## src/dlm_defs.svh

```systemverilog
// dlm_defs.svh - constants of the device and link control mirror:
// dword offsets, field positions, the ASPM L0s code and reset values.
// assumes it is included by its bare name after `default_nettype none.
`ifndef DLM_DEFS_SVH
`define DLM_DEFS_SVH

// ----------------------------------------------------------------------
// base dword of the capability and dword offsets inside it, added to that base
// ----------------------------------------------------------------------
`define DLM_CAP_BASE_DW     7'h1C
`define DLM_DEVCTRL_DW      7'h02
`define DLM_LINK_CONTROL_REG_DW     7'h04
`define DLM_DEVCTRL2_DW     7'h0A

// ----------------------------------------------------------------------
// field positions inside the written dword and the ASPM L0s code
// ----------------------------------------------------------------------
`define DLM_DEVCTRL_MSB     14
`define DLM_STATUS_LSB      16
`define DLM_STATUS_MSB      19
`define DLM_LC_ASPM_MSB     1
`define DLM_LC_COMMON_BIT   6
`define DLM_LC_EXTSYNC_BIT  7
`define DLM_LC_CLKPM_BIT    8
`define DLM_LC_BWINT_BIT    10
`define DLM_LC_AUTOBW_BIT   11
`define DLM_DC2_IDOREQ_BIT  8
`define DLM_DC2_LTR_BIT     10
`define DLM_DC2_PREFIX_BIT  15
`define DLM_ASPM_L0S        2'h1

// ----------------------------------------------------------------------
// reset values
// ----------------------------------------------------------------------
`define DLM_DEVCTRL_RST     15'h2810
`define DLM_LINK_CONTROL_REG_RST    7'h00
`define DLM_DEVCTRL2_RST    3'h0
`define DLM_STATUS_RST      4'h0

`endif

```

## src/dlm_pkg.sv

```systemverilog
// dlm_pkg.sv - types of the device and link control mirror.
// assumes nothing; holds types only, constants live in dlm_defs.svh.
`default_nettype none

package dlm_pkg;

  // device control field, laid out as its bits 14:0
  typedef struct packed {
    logic [2:0] maxReadRequestSize;      // 14:12
    logic       noSnoopEnable;           // 11
    logic       auxPowerEnableOut;       // 10
    logic       phantomFunctionEnable;   // 9
    logic       wideTagEnable;           // 8
    logic [2:0] maxPayloadSize;          // 7:5
    logic       relaxedOrderEnable;      // 4
    logic       unsupportedReportEnable; // 3
    logic       fatalReportEnable;       // 2
    logic       nonfatalReportEnable;    // 1
    logic       correctableReportEnable; // 0
  } dlm_dev_ctrl_s;

  // device status error bits, also used for incoming error events
  typedef struct packed {
    logic unsupportedSeenStatus; // 3
    logic fatalSeenStatus;       // 2
    logic nonfatalSeenStatus;    // 1
    logic correctableSeenStatus; // 0
  } dlm_err_s;

  // link control fields mirrored to user logic
  typedef struct packed {
    logic       autonomousBwIrqEnable;
    logic       bwMgmtIrqEnable;
    logic       clockPowerMgmtEnable;
    logic       extendedSynchOut;
    logic       sharedRefclkConfig;
    logic [1:0] activePowerMgmtControl;
  } dlm_link_ctrl_s;

  // device control 2 fields mirrored to user logic
  typedef struct packed {
    logic prefixForwardBlock;
    logic latencyReportEnable;
    logic idOrderRequestEnable;
  } dlm_dev_ctrl2_s;

  // error message requests towards the transmit side
  typedef struct packed {
    logic fatal;
    logic nonfatal;
    logic correctable;
  } dlm_msg_s;

  // one configuration write as seen by the mirror
  typedef struct packed {
    logic        valid;
    logic [6:0]  dwAddr;
    logic [3:0]  byteEn;
    logic [31:0] data;
  } dlm_cfg_wr_s;

endpackage : dlm_pkg

`default_nettype wire

```

## src/dlm_link_control_mirror.sv

```systemverilog
// dlm_link_control_mirror.sv - holds the device control, device status,
// link control and device control 2 fields and mirrors them to user logic;
// logs error events and requests error messages.
// assumes write strobes, error events and link state come from logic on
// ref_clk, so none of them is synchronised here.
`timescale 1ns/1ns
`default_nettype none
`include "dlm_defs.svh"

// Functional notes
// - latency report enable resets to zero
// - error report enables gate error messages
// - root port never emits error messages
// - tag width is never checked here
// - UR enable gates UR error messages
// - status logged regardless of report enables
// - UR status shows a received UR
// - ASPM code 01 enables L0s entry
// - common clock bit mirrored to user
// - extended synch forces extra ordered sets
module dlm_link_control_mirror #(
  parameter logic [6:0] CAP_BASE_DW = `DLM_CAP_BASE_DW  // capability base
) (
  input  wire logic                   ref_clk,          // 20 MHz clock
  input  wire logic                   arst_n,           // async reset
  input  wire dlm_pkg::dlm_cfg_wr_s   cfgWr,            // config write
  input  wire dlm_pkg::dlm_err_s      errEvent,         // error pulses
  input  wire logic                   rootPortMode,     // root port use
  input  wire logic                   linkExitingL0s,   // leaving L0s
  input  wire logic                   linkInRecovery,   // in Recovery
  output logic                        idOrderRequestEnable, // IDO mirror
  output logic                        latencyReportEnable,  // LTR mirror
  output logic                        prefixForwardBlock,   // prefix block
  output dlm_pkg::dlm_dev_ctrl_s      devCtrl,          // device control
  output dlm_pkg::dlm_err_s           devStatus,        // device status
  output dlm_pkg::dlm_link_ctrl_s     link_control_reg,         // link control
  output dlm_pkg::dlm_msg_s           errMsgSend,       // message pulses
  output logic                        l0sEntryAllowed,  // ASPM decoded
  output logic                        extraOrderedSets  // force extra OS
);

  // ----------------------------------------------------------------------
  // decode helpers
  // ----------------------------------------------------------------------

  // true when a valid write hits the given dword of the capability
  function automatic logic hitsDw(input dlm_pkg::dlm_cfg_wr_s wr,
                                  input logic [6:0] base,
                                  input logic [6:0] rel);
    hitsDw = wr.valid && (wr.dwAddr == 7'(base + rel));
  endfunction

  // merge the low sixteen bits of a write into an old value by byte lane
  function automatic logic [15:0] mergeLow(input logic [15:0] old,
                                           input logic [31:0] data,
                                           input logic [3:0]  be);
    mergeLow[7:0]  = be[0] ? data[7:0]  : old[7:0];
    mergeLow[15:8] = be[1] ? data[15:8] : old[15:8];
  endfunction

  // ----------------------------------------------------------------------
  // state
  // ----------------------------------------------------------------------
  dlm_pkg::dlm_dev_ctrl_s  devCtrl_q,   devCtrl_d;
  dlm_pkg::dlm_err_s       status_q,    status_d;
  dlm_pkg::dlm_link_ctrl_s link_control_reg_q,  link_control_reg_d;
  dlm_pkg::dlm_dev_ctrl2_s devCtrl2_q,  devCtrl2_d;
  dlm_pkg::dlm_msg_s       msg_q,       msg_d;
  logic                    l0sOk_q,     l0sOk_d;
  logic                    extraOs_q,   extraOs_d;

  logic                    hitDevCtrl;
  logic                    hitLinkCtrl;
  logic                    hitDevCtrl2;
  logic [15:0]             mergedLow;
  logic [3:0]              statusClr;

  // write decode shared by the next-state logic and the checks
  assign hitDevCtrl  = hitsDw(cfgWr, CAP_BASE_DW, `DLM_DEVCTRL_DW);
  assign hitLinkCtrl = hitsDw(cfgWr, CAP_BASE_DW, `DLM_LINK_CONTROL_REG_DW);
  assign hitDevCtrl2 = hitsDw(cfgWr, CAP_BASE_DW, `DLM_DEVCTRL2_DW);

  // ----------------------------------------------------------------------
  // next values
  // ----------------------------------------------------------------------

  // register updates on writes, status logging and message requests
  always_comb begin
    devCtrl_d  = devCtrl_q;
    link_control_reg_d = link_control_reg_q;
    devCtrl2_d = devCtrl2_q;
    mergedLow  = 16'h0000;
    statusClr  = 4'h0;
    // device control takes byte lanes 0 and 1; aux power stays zero
    if (hitDevCtrl) begin
      mergedLow = mergeLow({1'b0, devCtrl_q}, cfgWr.data, cfgWr.byteEn);
      devCtrl_d = dlm_pkg::dlm_dev_ctrl_s'(mergedLow[`DLM_DEVCTRL_MSB:0]);
      devCtrl_d.auxPowerEnableOut = 1'b0;
      if (cfgWr.byteEn[2]) begin
        statusClr = cfgWr.data[`DLM_STATUS_MSB:`DLM_STATUS_LSB];
      end
    end
    // link control: lane 0 holds ASPM, common clock and extended synch, lane 1 the rest
    if (hitLinkCtrl) begin
      if (cfgWr.byteEn[0]) begin
        link_control_reg_d.activePowerMgmtControl =
          cfgWr.data[`DLM_LC_ASPM_MSB:0];
        link_control_reg_d.sharedRefclkConfig =
          cfgWr.data[`DLM_LC_COMMON_BIT];
        link_control_reg_d.extendedSynchOut = cfgWr.data[`DLM_LC_EXTSYNC_BIT];
      end
      if (cfgWr.byteEn[1]) begin
        link_control_reg_d.clockPowerMgmtEnable =
          cfgWr.data[`DLM_LC_CLKPM_BIT];
        link_control_reg_d.bwMgmtIrqEnable = cfgWr.data[`DLM_LC_BWINT_BIT];
        link_control_reg_d.autonomousBwIrqEnable =
          cfgWr.data[`DLM_LC_AUTOBW_BIT];
      end
    end
    // device control 2 bits all sit in byte lane 1
    if (hitDevCtrl2 && cfgWr.byteEn[1]) begin
      devCtrl2_d.idOrderRequestEnable = cfgWr.data[`DLM_DC2_IDOREQ_BIT];
      devCtrl2_d.latencyReportEnable  = cfgWr.data[`DLM_DC2_LTR_BIT];
      devCtrl2_d.prefixForwardBlock   = cfgWr.data[`DLM_DC2_PREFIX_BIT];
    end
    // status is write-one-to-clear; a new event beats the clear
    status_d = dlm_pkg::dlm_err_s'((status_q & ~statusClr)
                                   | errEvent);
    // messages need the enable and never leave a root port
    msg_d.correctable = errEvent.correctableSeenStatus
                        && devCtrl_q.correctableReportEnable
                        && !rootPortMode;
    msg_d.fatal = errEvent.fatalSeenStatus
                  && devCtrl_q.fatalReportEnable
                  && !rootPortMode;
    // an unsupported request goes out as a non-fatal message
    msg_d.nonfatal = ((errEvent.nonfatalSeenStatus
                       && devCtrl_q.nonfatalReportEnable)
                      || (errEvent.unsupportedSeenStatus
                          && devCtrl_q.unsupportedReportEnable
                          && devCtrl_q.nonfatalReportEnable))
                     && !rootPortMode;
    // codes 10 and 11 are unused and enable nothing
    l0sOk_d = (link_control_reg_q.activePowerMgmtControl == `DLM_ASPM_L0S);
    // extra ordered sets on L0s exit and throughout Recovery
    extraOs_d = link_control_reg_q.extendedSynchOut
                && (linkExitingL0s || linkInRecovery);
  end

  // ----------------------------------------------------------------------
  // registers
  // ----------------------------------------------------------------------

  // all mirrors start from their defaults
  always_ff @(posedge ref_clk or negedge arst_n) begin
    if (!arst_n) begin
      devCtrl_q  <= dlm_pkg::dlm_dev_ctrl_s'(`DLM_DEVCTRL_RST);
      status_q   <= dlm_pkg::dlm_err_s'(`DLM_STATUS_RST);
      link_control_reg_q <= dlm_pkg::dlm_link_ctrl_s'(`DLM_LINK_CONTROL_REG_RST);
      devCtrl2_q <= dlm_pkg::dlm_dev_ctrl2_s'(`DLM_DEVCTRL2_RST);
      msg_q      <= 3'h0;
      l0sOk_q    <= 1'b0;
      extraOs_q  <= 1'b0;
    end else begin
      devCtrl_q  <= devCtrl_d;
      status_q   <= status_d;
      link_control_reg_q <= link_control_reg_d;
      devCtrl2_q <= devCtrl2_d;
      msg_q      <= msg_d;
      l0sOk_q    <= l0sOk_d;
      extraOs_q  <= extraOs_d;
    end
  end

  // ----------------------------------------------------------------------
  // outputs
  // ----------------------------------------------------------------------

  // user logic bounds its attributes, tags and sizes by these mirrors;
  // tag width is not policed here at all
  assign devCtrl              = devCtrl_q;
  assign devStatus            = status_q;
  assign link_control_reg             = link_control_reg_q;
  assign idOrderRequestEnable = devCtrl2_q.idOrderRequestEnable;
  assign latencyReportEnable  = devCtrl2_q.latencyReportEnable;
  assign prefixForwardBlock   = devCtrl2_q.prefixForwardBlock;
  assign errMsgSend           = msg_q;
  assign l0sEntryAllowed      = l0sOk_q;
  assign extraOrderedSets     = extraOs_q;
endmodule // dlm_link_control_mirror

`default_nettype wire

```

## config.mk

```make
export PLATFORM = sky130hd
export DESIGN_NAME = dlm_link_control_mirror
export DESIGN_NICKNAME = d
export VERILOG_FILES = /design/src/dlm_pkg.sv /design/src/dlm_link_control_mirror.sv
export VERILOG_INCLUDE_DIRS = /design/src
export SDC_FILE = /design/constraint.sdc
export NUM_CORES = 1
export LEC_CHECK = 0
export ABC_AREA = 1
export ABC_CLOCK_PERIOD_IN_PS = 1170
export BUFFER_PORTS_ARGS = -buffer_cell sky130_fd_sc_hd__buf_2
export CAP_MARGIN = 20
export CORE_MARGIN = 10
export CORE_UTILIZATION = 25
export DETAILED_ROUTE_END_ITERATION = 10
export GPL_TIMING_DRIVEN = 0
export PLACE_DENSITY_LB_ADDON = 0.15
export SLEW_MARGIN = 5
export SYNTH_ARGS = -nofsm -noshare
export SYNTH_HDL_FRONTEND = slang
export SYNTH_SLANG_ARGS = --single-unit
```

## constraint.sdc

```tcl
create_clock -name ref_clk -period 1.17 [get_ports ref_clk]
set_clock_uncertainty 0.15 [all_clocks]
set_input_delay 0.0585 -clock ref_clk [delete_from_list [all_inputs] [get_ports ref_clk]]
set_output_delay 0.0585 -clock ref_clk [all_outputs]
set_load 0.005 [all_outputs]
```

### Yosys cells after proc, flatten, opt, wreduce, memory -nomap -nowiden

Cells that the tools add are included.

| storage, ports and cells | value |
|---|---|
| input bits | 53 |
| word-level logic and storage cells | 57 |
| register bits | 33 |

| cells by class | value |
|---|---|
| muxes and demuxes | 2 |
| bitwise operators | 3 |
| eq/ne operators | 4 |
| reductions and logical operators | 20 |

Operator list:

| cell | number |
|---|---|
| $eq 7x6->1 const B | 2 |
| $logic_and 1x1->1 | 13 |
| $mux 4 | 2 |
| $reduce_and 2->1 | 4 |
| $eq 7x5->1 const B | 1 |
| $and 4x4->4 | 1 |
| $not 4->4 | 1 |
| $or 4x4->4 | 1 |
| $eq 2x1->1 const B | 1 |
| $logic_or 1x1->1 | 2 |
| $logic_not 1->1 | 1 |

### Logic depth before layout (Yosys ltp)

Gate-level depths: netlist (run 1).

| depth | value |
|---|---|
| word-level depth | 6 |
| depth in mapped cells | 7 |

### Worst setup path after synthesis (run 1)

Ideal clock, no wire load.

| timing | value |
|---|---|
| path type | input to register |
| from | in cfgWr[36] in the netlist's numbering |
| to | reg link_control_reg_q, in the netlist link_control_reg[2] |
| data required time | 0.903 ns |
| arrival | 0.690 ns |
| setup time | 0.117 ns |
| stages on the path | 6 |
| path slack | 0.213 ns |
| path through | nor2_1 -> nand2_1 -> nor2_2 -> nand3_1 -> nand2_1 -> nand2_1 |

| on the way | value |
|---|---|
| word-level cells in the longest chain between the ends | 3 |

Ends and longest elaborated chain:

| element | RTL line | source |
|---|---|---|
| start, declared | dlm_link_control_mirror.sv:26 | `input wire dlm_pkg::dlm_cfg_wr_s cfgWr,` |
| $eq 7x6->1 | dlm_link_control_mirror.sv:50 | `hitsDw = wr.valid && (wr.dwAddr == 7'(base + rel));` |
| $logic_and 1x1->1 | dlm_link_control_mirror.sv:50 |  |
| $reduce_and 2->1 (no source line) | - |  |
| end signal, assigned | dlm_link_control_mirror.sv:159 | `` link_control_reg_q <= dlm_pkg::dlm_link_ctrl_s'(`DLM_LINK_CONTROL_REG_RST); `` |
| end signal, assigned | dlm_link_control_mirror.sv:167 | `link_control_reg_q <= link_control_reg_d;` |
| end, declared | dlm_link_control_mirror.sv:66 | `dlm_pkg::dlm_link_ctrl_s link_control_reg_q, link_control_reg_d;` |

Every way passes these cells.
A chain may end at the register's enable or synchronous reset.

### Final worst setup path (run 1)

| timing | value |
|---|---|
| from | reg devCtrl_q, in the netlist devCtrl[4] |
| to | out devCtrl[4] in the netlist's numbering |

RTL lines:

| element | RTL line | source |
|---|---|---|
| start, declared | dlm_link_control_mirror.sv:64 | `dlm_pkg::dlm_dev_ctrl_s devCtrl_q, devCtrl_d;` |
| start signal, assigned | dlm_link_control_mirror.sv:157 | `` devCtrl_q <= dlm_pkg::dlm_dev_ctrl_s'(`DLM_DEVCTRL_RST); `` |
| start signal, assigned | dlm_link_control_mirror.sv:165 | `devCtrl_q <= devCtrl_d;` |
| end, declared | dlm_link_control_mirror.sv:34 | `output dlm_pkg::dlm_dev_ctrl_s devCtrl,` |

No word-level cell between the ends.

==> run summary, run 1 <==
Post-DRT Antenna Nets: 0
cell taking the most area after synthesis: dfrtp_1
n_diodes: 0
clk slew on worst S/H paths: 0.07 ns
drt wl/cell: 13.78 um
Startpoint Class: register
final wirelength: 4794 um
total power: 2.434 mW
dpl hpwl: 3564 um
GRT overflow: 0
Yosys top cell area share: 51.11%
f_max: 0.8880 GHz
Hold WS: -0.02125 ns
max reg flops: 14
cells along the critical path: buf_2
total track usage: 10.42%
Worst path top cell family by delay: flip-flops
synth top area cells: dfrtp_1 (51%), nand2_1 (17%), nand4_1 (8.9%)
detailed-route via count: 1,465
die height: 96.65 um
Post-CTS Setup Bufs: 0
Worst EP arrival: 0.92 ns
clk sinks: 33
Seq cells post-synth: 33
clock buffer depth: 2
largest net degree at the start of global routing: 34
critical setup path kind: reg2out
DR iter-0 viols: 57
P&R area growth vs syn: 56.47%
CTS tree: built
IO buf count: 72
H-tree depth: 2
number of buffers created by CTS: 5
Final Worst Setup Slack: 0.04383 ns
Cells after Synth: 168
final cell count without fillers: 348
row count: 27
Max-Cap Viols: 0
Slowest-stage cell, CP: dfstp_2
setup repair after global routing missed its margin: false
failing checks: negative hold slack
Root Driver: clkbuf_8
asr flop ratio synth: 100.0%
vias per cell: 4.210
vias in the first global route: 1,564
worst min path class: in2reg
Nets: 328
Pwr per Cell Area: 1059 mW/mm^2
status: finished with violations
Final setup viols: 0
first-pass GRT wire length: 8114 um
clock latency on the worst-skew pair: 0.28 ns
YS warnings: 0
Post-Syn Area: 0.001469 sq mm
share of cells above drive strength 1: 33.70%
LEAKAGE: 1.307 nW
fin. max-slew vios: 0
CP Capture Type: output pin
initial antenna violation count: 0
DRC: 0
maximum vdd ir drop: 0.5837 mV
main flop type after synthesis: dfrtp_1
cts hold-fix bufs: 28
I/O pin count: 87
first drt pass iteration count: 4
CP required: 0.96 ns
period utilization: 96.25%
die area: 0.009341 sq mm
post-synth net total: 221
sequential share of the synthesized area: 56.47%
most common library cells after synthesis: nand2_1 (65), dfrtp_1 (30), nand4_1 (21), inv_1 (17), nand3_1 (7)
minimum clock period: 1.126 ns
EDFF count, synth: 0
pre-CTS setup slack: -0.09275 ns
count leader, synth: nand2_1
final hold viol count: 6
Crit Path Max Fanout: 2
setup TNS: 0 ns
Fillers: 598
Core Region: 0.005608 sq mm
Worst Path Buf+Inv: 1
Worst path max stage delay: 0.53 ns
count of cell types in the netlist: 19
Placer Congestion: 0.7940
Avg Inst Size Synth: 8.744 sq um
placed insts: 312
initial core utilization: 26.19%
Horiz. Die Dim: 96.65 um
-- where the power goes --
group,internal (mW),total [mW],leakage [nW],switching (mW)
Sequential,1.19,1.21,0.425,0.0252
Combinational,0.177,0.338,0.836,0.161
Clock,0.480,0.881,0.0455,0.402
Total,1.85,2.43,1.31,0.588
-- layout make-up --
class                      instances  area [sq um]  share of cell area (%)
inverter                          17         63.81                   2.776
multi-input combinational        111         524.3                   22.81
timing repair buffer             100         649.4                   28.25
buffer                             7         51.30                   2.232
clock buffer                       8         90.09                   3.919
sequential                        33         829.5                   36.09
tap                               72         90.09                   3.919
-- kinds of logic (layout without fill, tap and decap cells) --
family	count (synthesis)	count (layout)	share of synthesized area, %
flops	33	33	56.47
simple gates	105	105	33.56
compound gates	5	5	1.873
buf+inv	24	132	7.836
other cells	1	1	0.2553
-- what timing repair did --
action | CTS | global route
resized for setup | 0 | 2
endpoints found under the hold margin | 62 | 2
endpoints found under the setup margin | 0 | 31
-- layout by cell type (no fill, tap or decap) --
master,synthesis,final
clkbuf_4,0,1
nor2_2,1,1
nand3_2,2,2
dlygate4sd3_1,0,28
dfstp_2,3,3
o21ai_1,3,3
clkbuf_1,0,2
nand2_1,65,65
dfrtp_1,30,30
buf_4,4,4
nor3_4,1,1
o21a_1,1,1
a21oi_1,1,1
clkbuf_8,0,6
nor2_1,6,6
nor3b_1,1,1
buf_2,2,72
conb_1,1,1
nor3_2,1,1
inv_1,17,17
nand4_1,21,21
nand3_1,7,7
buf_6,1,2
-- worst reg2reg max path: cells and delay by family (launching register included) --
family | cells | cell delay, ns
and+or+nand+nor | 1 | 0.06
DFF | 1 | 0.40
AOI/OAI and AO/OA | 1 | 0.16
-- path summary, 6_finish.rpt --
check                                         start                   to  slack [ns]  cells after the start
worst max register to register           devCtrl[3]        errMsgSend[1]        0.29                      2
worst min-delay path                      cfgWr[40]  link_control_reg[2]       -0.02                      4
worst min register to register  link_control_reg[1]      l0sEntryAllowed        0.31                      1
worst max-delay path                     devCtrl[4]           devCtrl[4]        0.04                      1
max in group asynchronous                    arst_n          devCtrl[13]        0.37                      2
min in group asynchronous                    arst_n  link_control_reg[5]        0.15                      2
-- metrics by stage --
step	instance area (sq um)	util, %
floorplan	1469	-
global placement	1919	34.23
detailed placement	1919	34.23
CTS	2290	40.83
global route	2298	40.99
finish	2298	40.99
-- per-layer routing --
metal  vias to the layer above  part of all wire, %  GRT usage, %
met3                         8                  9.3         4.613
met5                         -                    0             0
met4                         0                  1.2         3.044
met1                       645                   46         13.49
li1                        757                    -             -
met2                        55                   43         15.18
(Power assumes the default switching activity.)
==> inputs of run 2 (changes only) <==
==> constraint.sdc (replaced) <==
create_clock -name ref_clk -period 1.17 [get_ports ref_clk]
set_clock_uncertainty 0.15 [all_clocks]
set_input_delay 0.1755 -clock ref_clk [delete_from_list [all_inputs] [get_ports ref_clk]]
set_output_delay 0.1755 -clock ref_clk [all_outputs]
set_load 0.005 [all_outputs]
==> run 2 against run 1 <==
  * The run ends with negative hold slack, negative setup slack left
  * Register-to-register slack lost 0.06 ns
  * Global-route usage shrank 0.36 points
  * Utilization shrank 0.54 points
  * Maximum frequency shrank 8.9%
  * Cell count shrank 0.86%
  * Critical path type unchanged
  * Critical endpoint unchanged
  * First-iteration DRC count shrank 7.0%
  * Non-clock buffer count shrank 3
==> run summary, run 2 (synthesized netlist as in run 1, its figures left out) <==
Hold WS: -0.1841 ns (-0.1628 ns)
cts hold-fix bufs: 19 (-32%)
Max-Cap Viols: 0 (unchanged)
Post-DRT Antenna Nets: 0 (unchanged)
commonest non-fill, non-tap cell in the layout: buf_2
Nets: 325 (-0.91%)
I/O pin count: 87 (unchanged)
CP required: 0.84 ns (-0.12 ns)
Worst path max stage delay: 0.54 ns (about the same)
Startpoint Class: register
DR iter-0 viols: 53 (-7.0%)
clk slew on worst S/H paths: 0.07 ns (about the same)
final wirelength: 4767 um (-0.56%)
CP Capture Type: output pin
cells along the critical path: buf_6
initial antenna violation count: 0 (unchanged)
worst min path class: in2async
Worst EP arrival: 0.91 ns (about the same)
drt wl/cell: 13.82 um (+0.30%)
Non-Filler Cell Area, Final: 0.002268 sq mm (-1.3%)
post-layout util: 40.45% (-0.54 points)
Root Driver: clkbuf_8
max reg flops: 14 (unchanged)
H-tree depth: 2 (unchanged)
first drt pass iteration count: 4 (unchanged)
critical setup path kind: reg2out
row count: 27 (unchanged)
detailed-route via count: 1,472 (+0.48%)
n_diodes: 0 (unchanged)
pre-CTS setup slack: -0.2097 ns (-0.1170 ns)
Slew @ Worst Pin: 0.7625 ns
initial core utilization: 26.19% (unchanged)
status: finished with violations
failing checks: negative hold slack, negative setup slack
Final Worst Setup Slack: -0.06605 ns (-0.1099 ns)
Crit Path Max Fanout: 2 (unchanged)
die area: 0.009341 sq mm (unchanged)
vias in the first global route: 1,528 (-2.3%)
Pwr per Cell Area: 1071 mW/mm^2 (+1.1%)
die height: 96.65 um (unchanged)
clock latency on the worst-skew pair: 0.28 ns (about the same)
period utilization: 105.6% (+9.4 points)
placed instance area: 0.001919 sq mm (unchanged)
Horiz. Die Dim: 96.65 um (unchanged)
LEAKAGE: 1.303 nW (-0.32%)
Worst slew margin: 49.17%
Worst path top cell family by delay: flip-flops
Worst Path Buf+Inv: 1 (unchanged)
most frequent cells in the layout: buf_2 (71), nand2_1 (65), dfrtp_1 (30)
dpl hpwl: 3564 um (unchanged)
number of buffers created by CTS: 5 (unchanged)
first-pass GRT wire length: 7817 um (-3.7%)
setup TNS: -0.1874 ns (-0.1874 ns)
CTS tree: built
final hold viol count: 30 (+24)
IO buf count: 72 (unchanged)
largest net degree at the start of global routing: 34 (unchanged)
share of cells above drive strength 1: 36.26% (+2.6 points)
GRT overflow: 0 (unchanged)
DRC: 0 (unchanged)
clock buffer depth: 2 (unchanged)
minimum clock period: 1.236 ns (+0.1099 ns)
f_max: 0.8090 GHz (-8.9%)
vias per cell: 4.267 (+1.4%)
fin. max-slew vios: 0 (unchanged)
total track usage: 10.06% (-0.36 points)
maximum vdd ir drop: 0.5750 mV (-1.5%)
Slowest-stage cell, CP: dfstp_2
P&R area growth vs syn: 54.43%
Final setup viols: 3 (+3)
Placer Congestion: 0.7940 (unchanged)
clk sinks: 33 (unchanged)
Core Region: 0.005608 sq mm (unchanged)
setup repair after global routing missed its margin: true
[run 2: worst paths after layout]
kind | cells after the start | end | slack, ns | startpoint
max | 1 | devCtrl[4] | -0.07 | devCtrl[4]
min | 1 | link_control_reg[5] | -0.18 | arst_n
max reg2reg | 3 | devCtrl[13] | 0.23 | devCtrl[13]
min reg2reg | 1 | l0sEntryAllowed | 0.31 | link_control_reg[1]
max in group asynchronous | 1 | devStatus[2] | 0.57 | arst_n
min in group ref_clk | 3 | devCtrl[7] | 0.01 | cfgWr[7]
[run 2: through the flow]
stage / total power [mW] / std cells
4_1_cts: 2.468 / 340
2_1_floorplan: 1.325 / 168
5_1_grt: 2.595 / 345
3_3_place_gp: 1.502 / 312
6_report: 2.429 / 345
3_5_place_dp: 1.503 / 312
[run 2: timing repair]
action	CTS	global route
setup endpoints to repair	3	16
buffers inserted	1	5
hold endpoints to repair	50	30
resized for setup	1	3
[run 2: layer usage]
layer	track usage, %	share of wire [%]	vias up
met5	0	0	-
met2	14.06	42	53
met3	4.826	9.7	8
met4	3.044	1.2	0
met1	13.25	47	663
li1	-	-	748
[run 2: layout make-up]
cell class,count,area (sq um)
Fill cell,606,3339
Sequential cell,33,829.5
Timing Repair Buffer,97,614.3
Multi-Input combinational cell,111,529.3
Clock buffer,8,90.09
Tap cell,72,90.09
Inverter,17,63.81
Buffer,7,51.30
[run 2: power breakdown]
part	leakage [nW]	internal, mW	switching (mW)
logic	0.832	0.172	0.162
clock network	0.0455	0.480	0.401
registers	0.425	1.19	0.0250
total	1.30	1.84	0.588
==> inputs of run 3 (changes only) <==
--- a/config.mk
+++ b/config.mk
@@ -7,12 +7,11 @@
 export NUM_CORES = 1
 export LEC_CHECK = 0
 export ABC_AREA = 1
-export ABC_CLOCK_PERIOD_IN_PS = 1170
-export BUFFER_PORTS_ARGS = -buffer_cell sky130_fd_sc_hd__buf_2
 export CAP_MARGIN = 20
 export CORE_MARGIN = 10
 export CORE_UTILIZATION = 25
 export DETAILED_ROUTE_END_ITERATION = 10
+export DONT_BUFFER_PORTS = 1
 export GPL_TIMING_DRIVEN = 0
 export PLACE_DENSITY_LB_ADDON = 0.15
 export SLEW_MARGIN = 5
==> run 3 against run 2 <==
  * The flow finishes with violations (negative hold slack)
  * Register-to-register slack gained 0.02 ns
  * Utilization shrank 6.0 points
  * Clock power shrank 1%
  * Flip-flop and latch count is the same
  * Maximum frequency grew 7.9%
  * Die area is the same
  * Combinational power shrank 34%
  * Global-route usage shrank 0.39 points
  * First-iteration DRC count shrank 1.9%
  * Sequential share of layout area grew 6.4 points
  * Power shrank 4.5%
  * Worst hold slack gained 0.15 ns
  * Critical path type unchanged
==> run summary, run 3 (synthesized netlist as in run 1, its figures left out) <==
Worst Hold Depth: 3
Nets: 255 (-22%)
clk slew on worst S/H paths: 0.06 ns (about the same)
Post-DRT Antenna Nets: 0 (unchanged)
f_max: 0.8733 GHz (+7.9%)
die area: 0.009341 sq mm (unchanged)
final hold viol count: 7 (-77%)
# resized after CTS: 0 (-1)
detailed-route via count: 1,255 (-15%)
Comb power frac: 9.4% (-4.4 points)
placed instance area: 0.001559 sq mm (-19%)
total power: 2.319 mW (-4.5%)
period utilization: 97.88% (-7.8 points)
pre-CTS setup slack: -0.09118 ns (+0.1186 ns)
GRT overflow: 0 (unchanged)
clock latency on the worst-skew pair: 0.28 ns (about the same)
Pwr per Cell Area: 1202 mW/mm^2 (+12%)
clock share of power: 37.5% (+1.2 points)
Hold WS: -0.02942 ns (+0.1546 ns)
H-tree depth: 2 (unchanged)
clock buffer depth: 2 (unchanged)
vias per cell: 4.564 (+7.0%)
Reg2Reg Setup Slack: 0.25 ns (+0.02 ns)
die height: 96.65 um (unchanged)
failing checks: negative hold slack
I/O pin count: 87 (unchanged)
Max-Cap Viols: 0 (unchanged)
commonest non-fill, non-tap cell in the layout: nand2_1
IO buf count: 0 (-100%)
CP required: 0.84 ns (about the same)
Worst Hold Path EP: link_control_reg[2]
fin. max-slew vios: 0 (unchanged)
worst min path class: in2reg
Int Pwr: 1.774 mW (-3.6%)
first-pass GRT wire length: 7527 um (-3.7%)
Startpoint Class: register
switch share: 23.49% (-0.73 points)
initial core utilization: 26.19% (unchanged)
drt wl/cell: 16.63 um (+20%)
initial antenna violation count: 0 (unchanged)
Seq pwr share: 53.1% (+3.1 points)
CP Capture Type: output pin
r2r worst-path depth: 2 (-1)
final wirelength: 4573 um (-4.1%)
total track usage: 9.674% (-0.39 points)
row count: 27 (unchanged)
vias in the first global route: 1,414 (-7.5%)
max reg flops: 14 (unchanged)
Core Region: 0.005608 sq mm (unchanged)
Non-Filler Cell Area, Final: 0.001929 sq mm (-15%)
share of cells above drive strength 1: 10.84% (-25 points)
Root Driver: clkbuf_8
DR iter-0 viols: 52 (-1.9%)
Final Worst Setup Slack: 0.02485 ns (+0.09090 ns)
n_diodes: 0 (unchanged)
first drt pass iteration count: 4 (unchanged)
Final setup viols: 0 (-3)
most frequent cells in the layout: nand2_1 (65), dfrtp_1 (30), dlygate4sd3_1 (26)
Worst EP arrival: 0.82 ns (-0.09 ns)
CTS tree: built
cts hold-fix bufs: 27 (+8)
minimum clock period: 1.145 ns (-0.09090 ns)
maximum vdd ir drop: 0.5340 mV (-7.1%)
post-layout util: 34.40% (-6.0 points)
Horiz. Die Dim: 96.65 um (unchanged)
Net Switching: 544.9 uW (-7.4%)
Crit Path Max Fanout: 2 (unchanged)
P&R area growth vs syn: 31.35%
clk sinks: 33 (unchanged)
number of buffers created by CTS: 5 (unchanged)
hold_sp: cfgWr[42]
setup repair after global routing missed its margin: true
largest net degree at the start of global routing: 34 (unchanged)
Placer Congestion: 0.8022 (+1.0%)
dpl hpwl: 3553 um (-0.31%)
status: finished with violations
reg-to-reg startpoint: devCtrl[3]
LEAKAGE: 0.9856 nW (-24%)
critical setup path kind: reg2out
endpoint of the lowest-slack register-to-register path: errMsgSend[1]
DRC: 0 (unchanged)
-- run 3: per-layer routing --
metal / vias to the layer above / global-route usage [%] / wire length, um
li1: 610 / - / -
met1: 596 / 10.84 / 1844
met2: 47 / 15.13 / 2176
met3: 2 / 5.536 / 527
met4: 0 / 3.044 / 25
met5: - / 0 / 0
-- run 3: final cells by class --
type                    instances  area [sq um]
well taps                      72         90.09
inverters                      17         63.81
clock buffers                   8         90.09
multi-input cells             111         524.3
flip-flops and latches         33         829.5
fillers                       589          3679
repair buffers                 27         280.3
plain buffers                   7         51.30
-- run 3: through the flow --
stage          instances  setup TNS (ns)
5_1_grt              275        -0.01330
6_report             275               0
3_3_place_gp         240          -1.050
3_5_place_dp         240          -1.231
4_1_cts              275               0
2_1_floorplan        168               0
-- run 3: worst max-delay path by stage --
stage	start	endpoint	slack, ns	cells after the start
after global placement	cfgWr[36]	devCtrl[0]	-0.08	7
after detailed placement	cfgWr[36]	devCtrl[0]	-0.09	7
after floorplan	cfgWr[36]	link_control_reg[2]	0.1	6
after global routing	devCtrl[13]	devCtrl[13]	-0.006	0
after CTS	devCtrl[13]	devCtrl[13]	0.005	0
final	devCtrl[13]	devCtrl[13]	0.02	0
-- run 3: timing repair --
action,CTS,global route
endpoints found under the setup margin,0,3
setup buffers,0,0
endpoints found under the hold margin,65,5
-- run 3: power groups by stage --
stage	Combinational [mW]	Clock (mW)	Sequential (mW)
final	0.219	0.869	1.23
after detailed placement	0.108	0	1.26
after floorplan	0.0881	0	1.24
after global routing	0.249	0.976	1.24
after CTS	0.223	0.921	1.23
after global placement	0.104	0	1.25
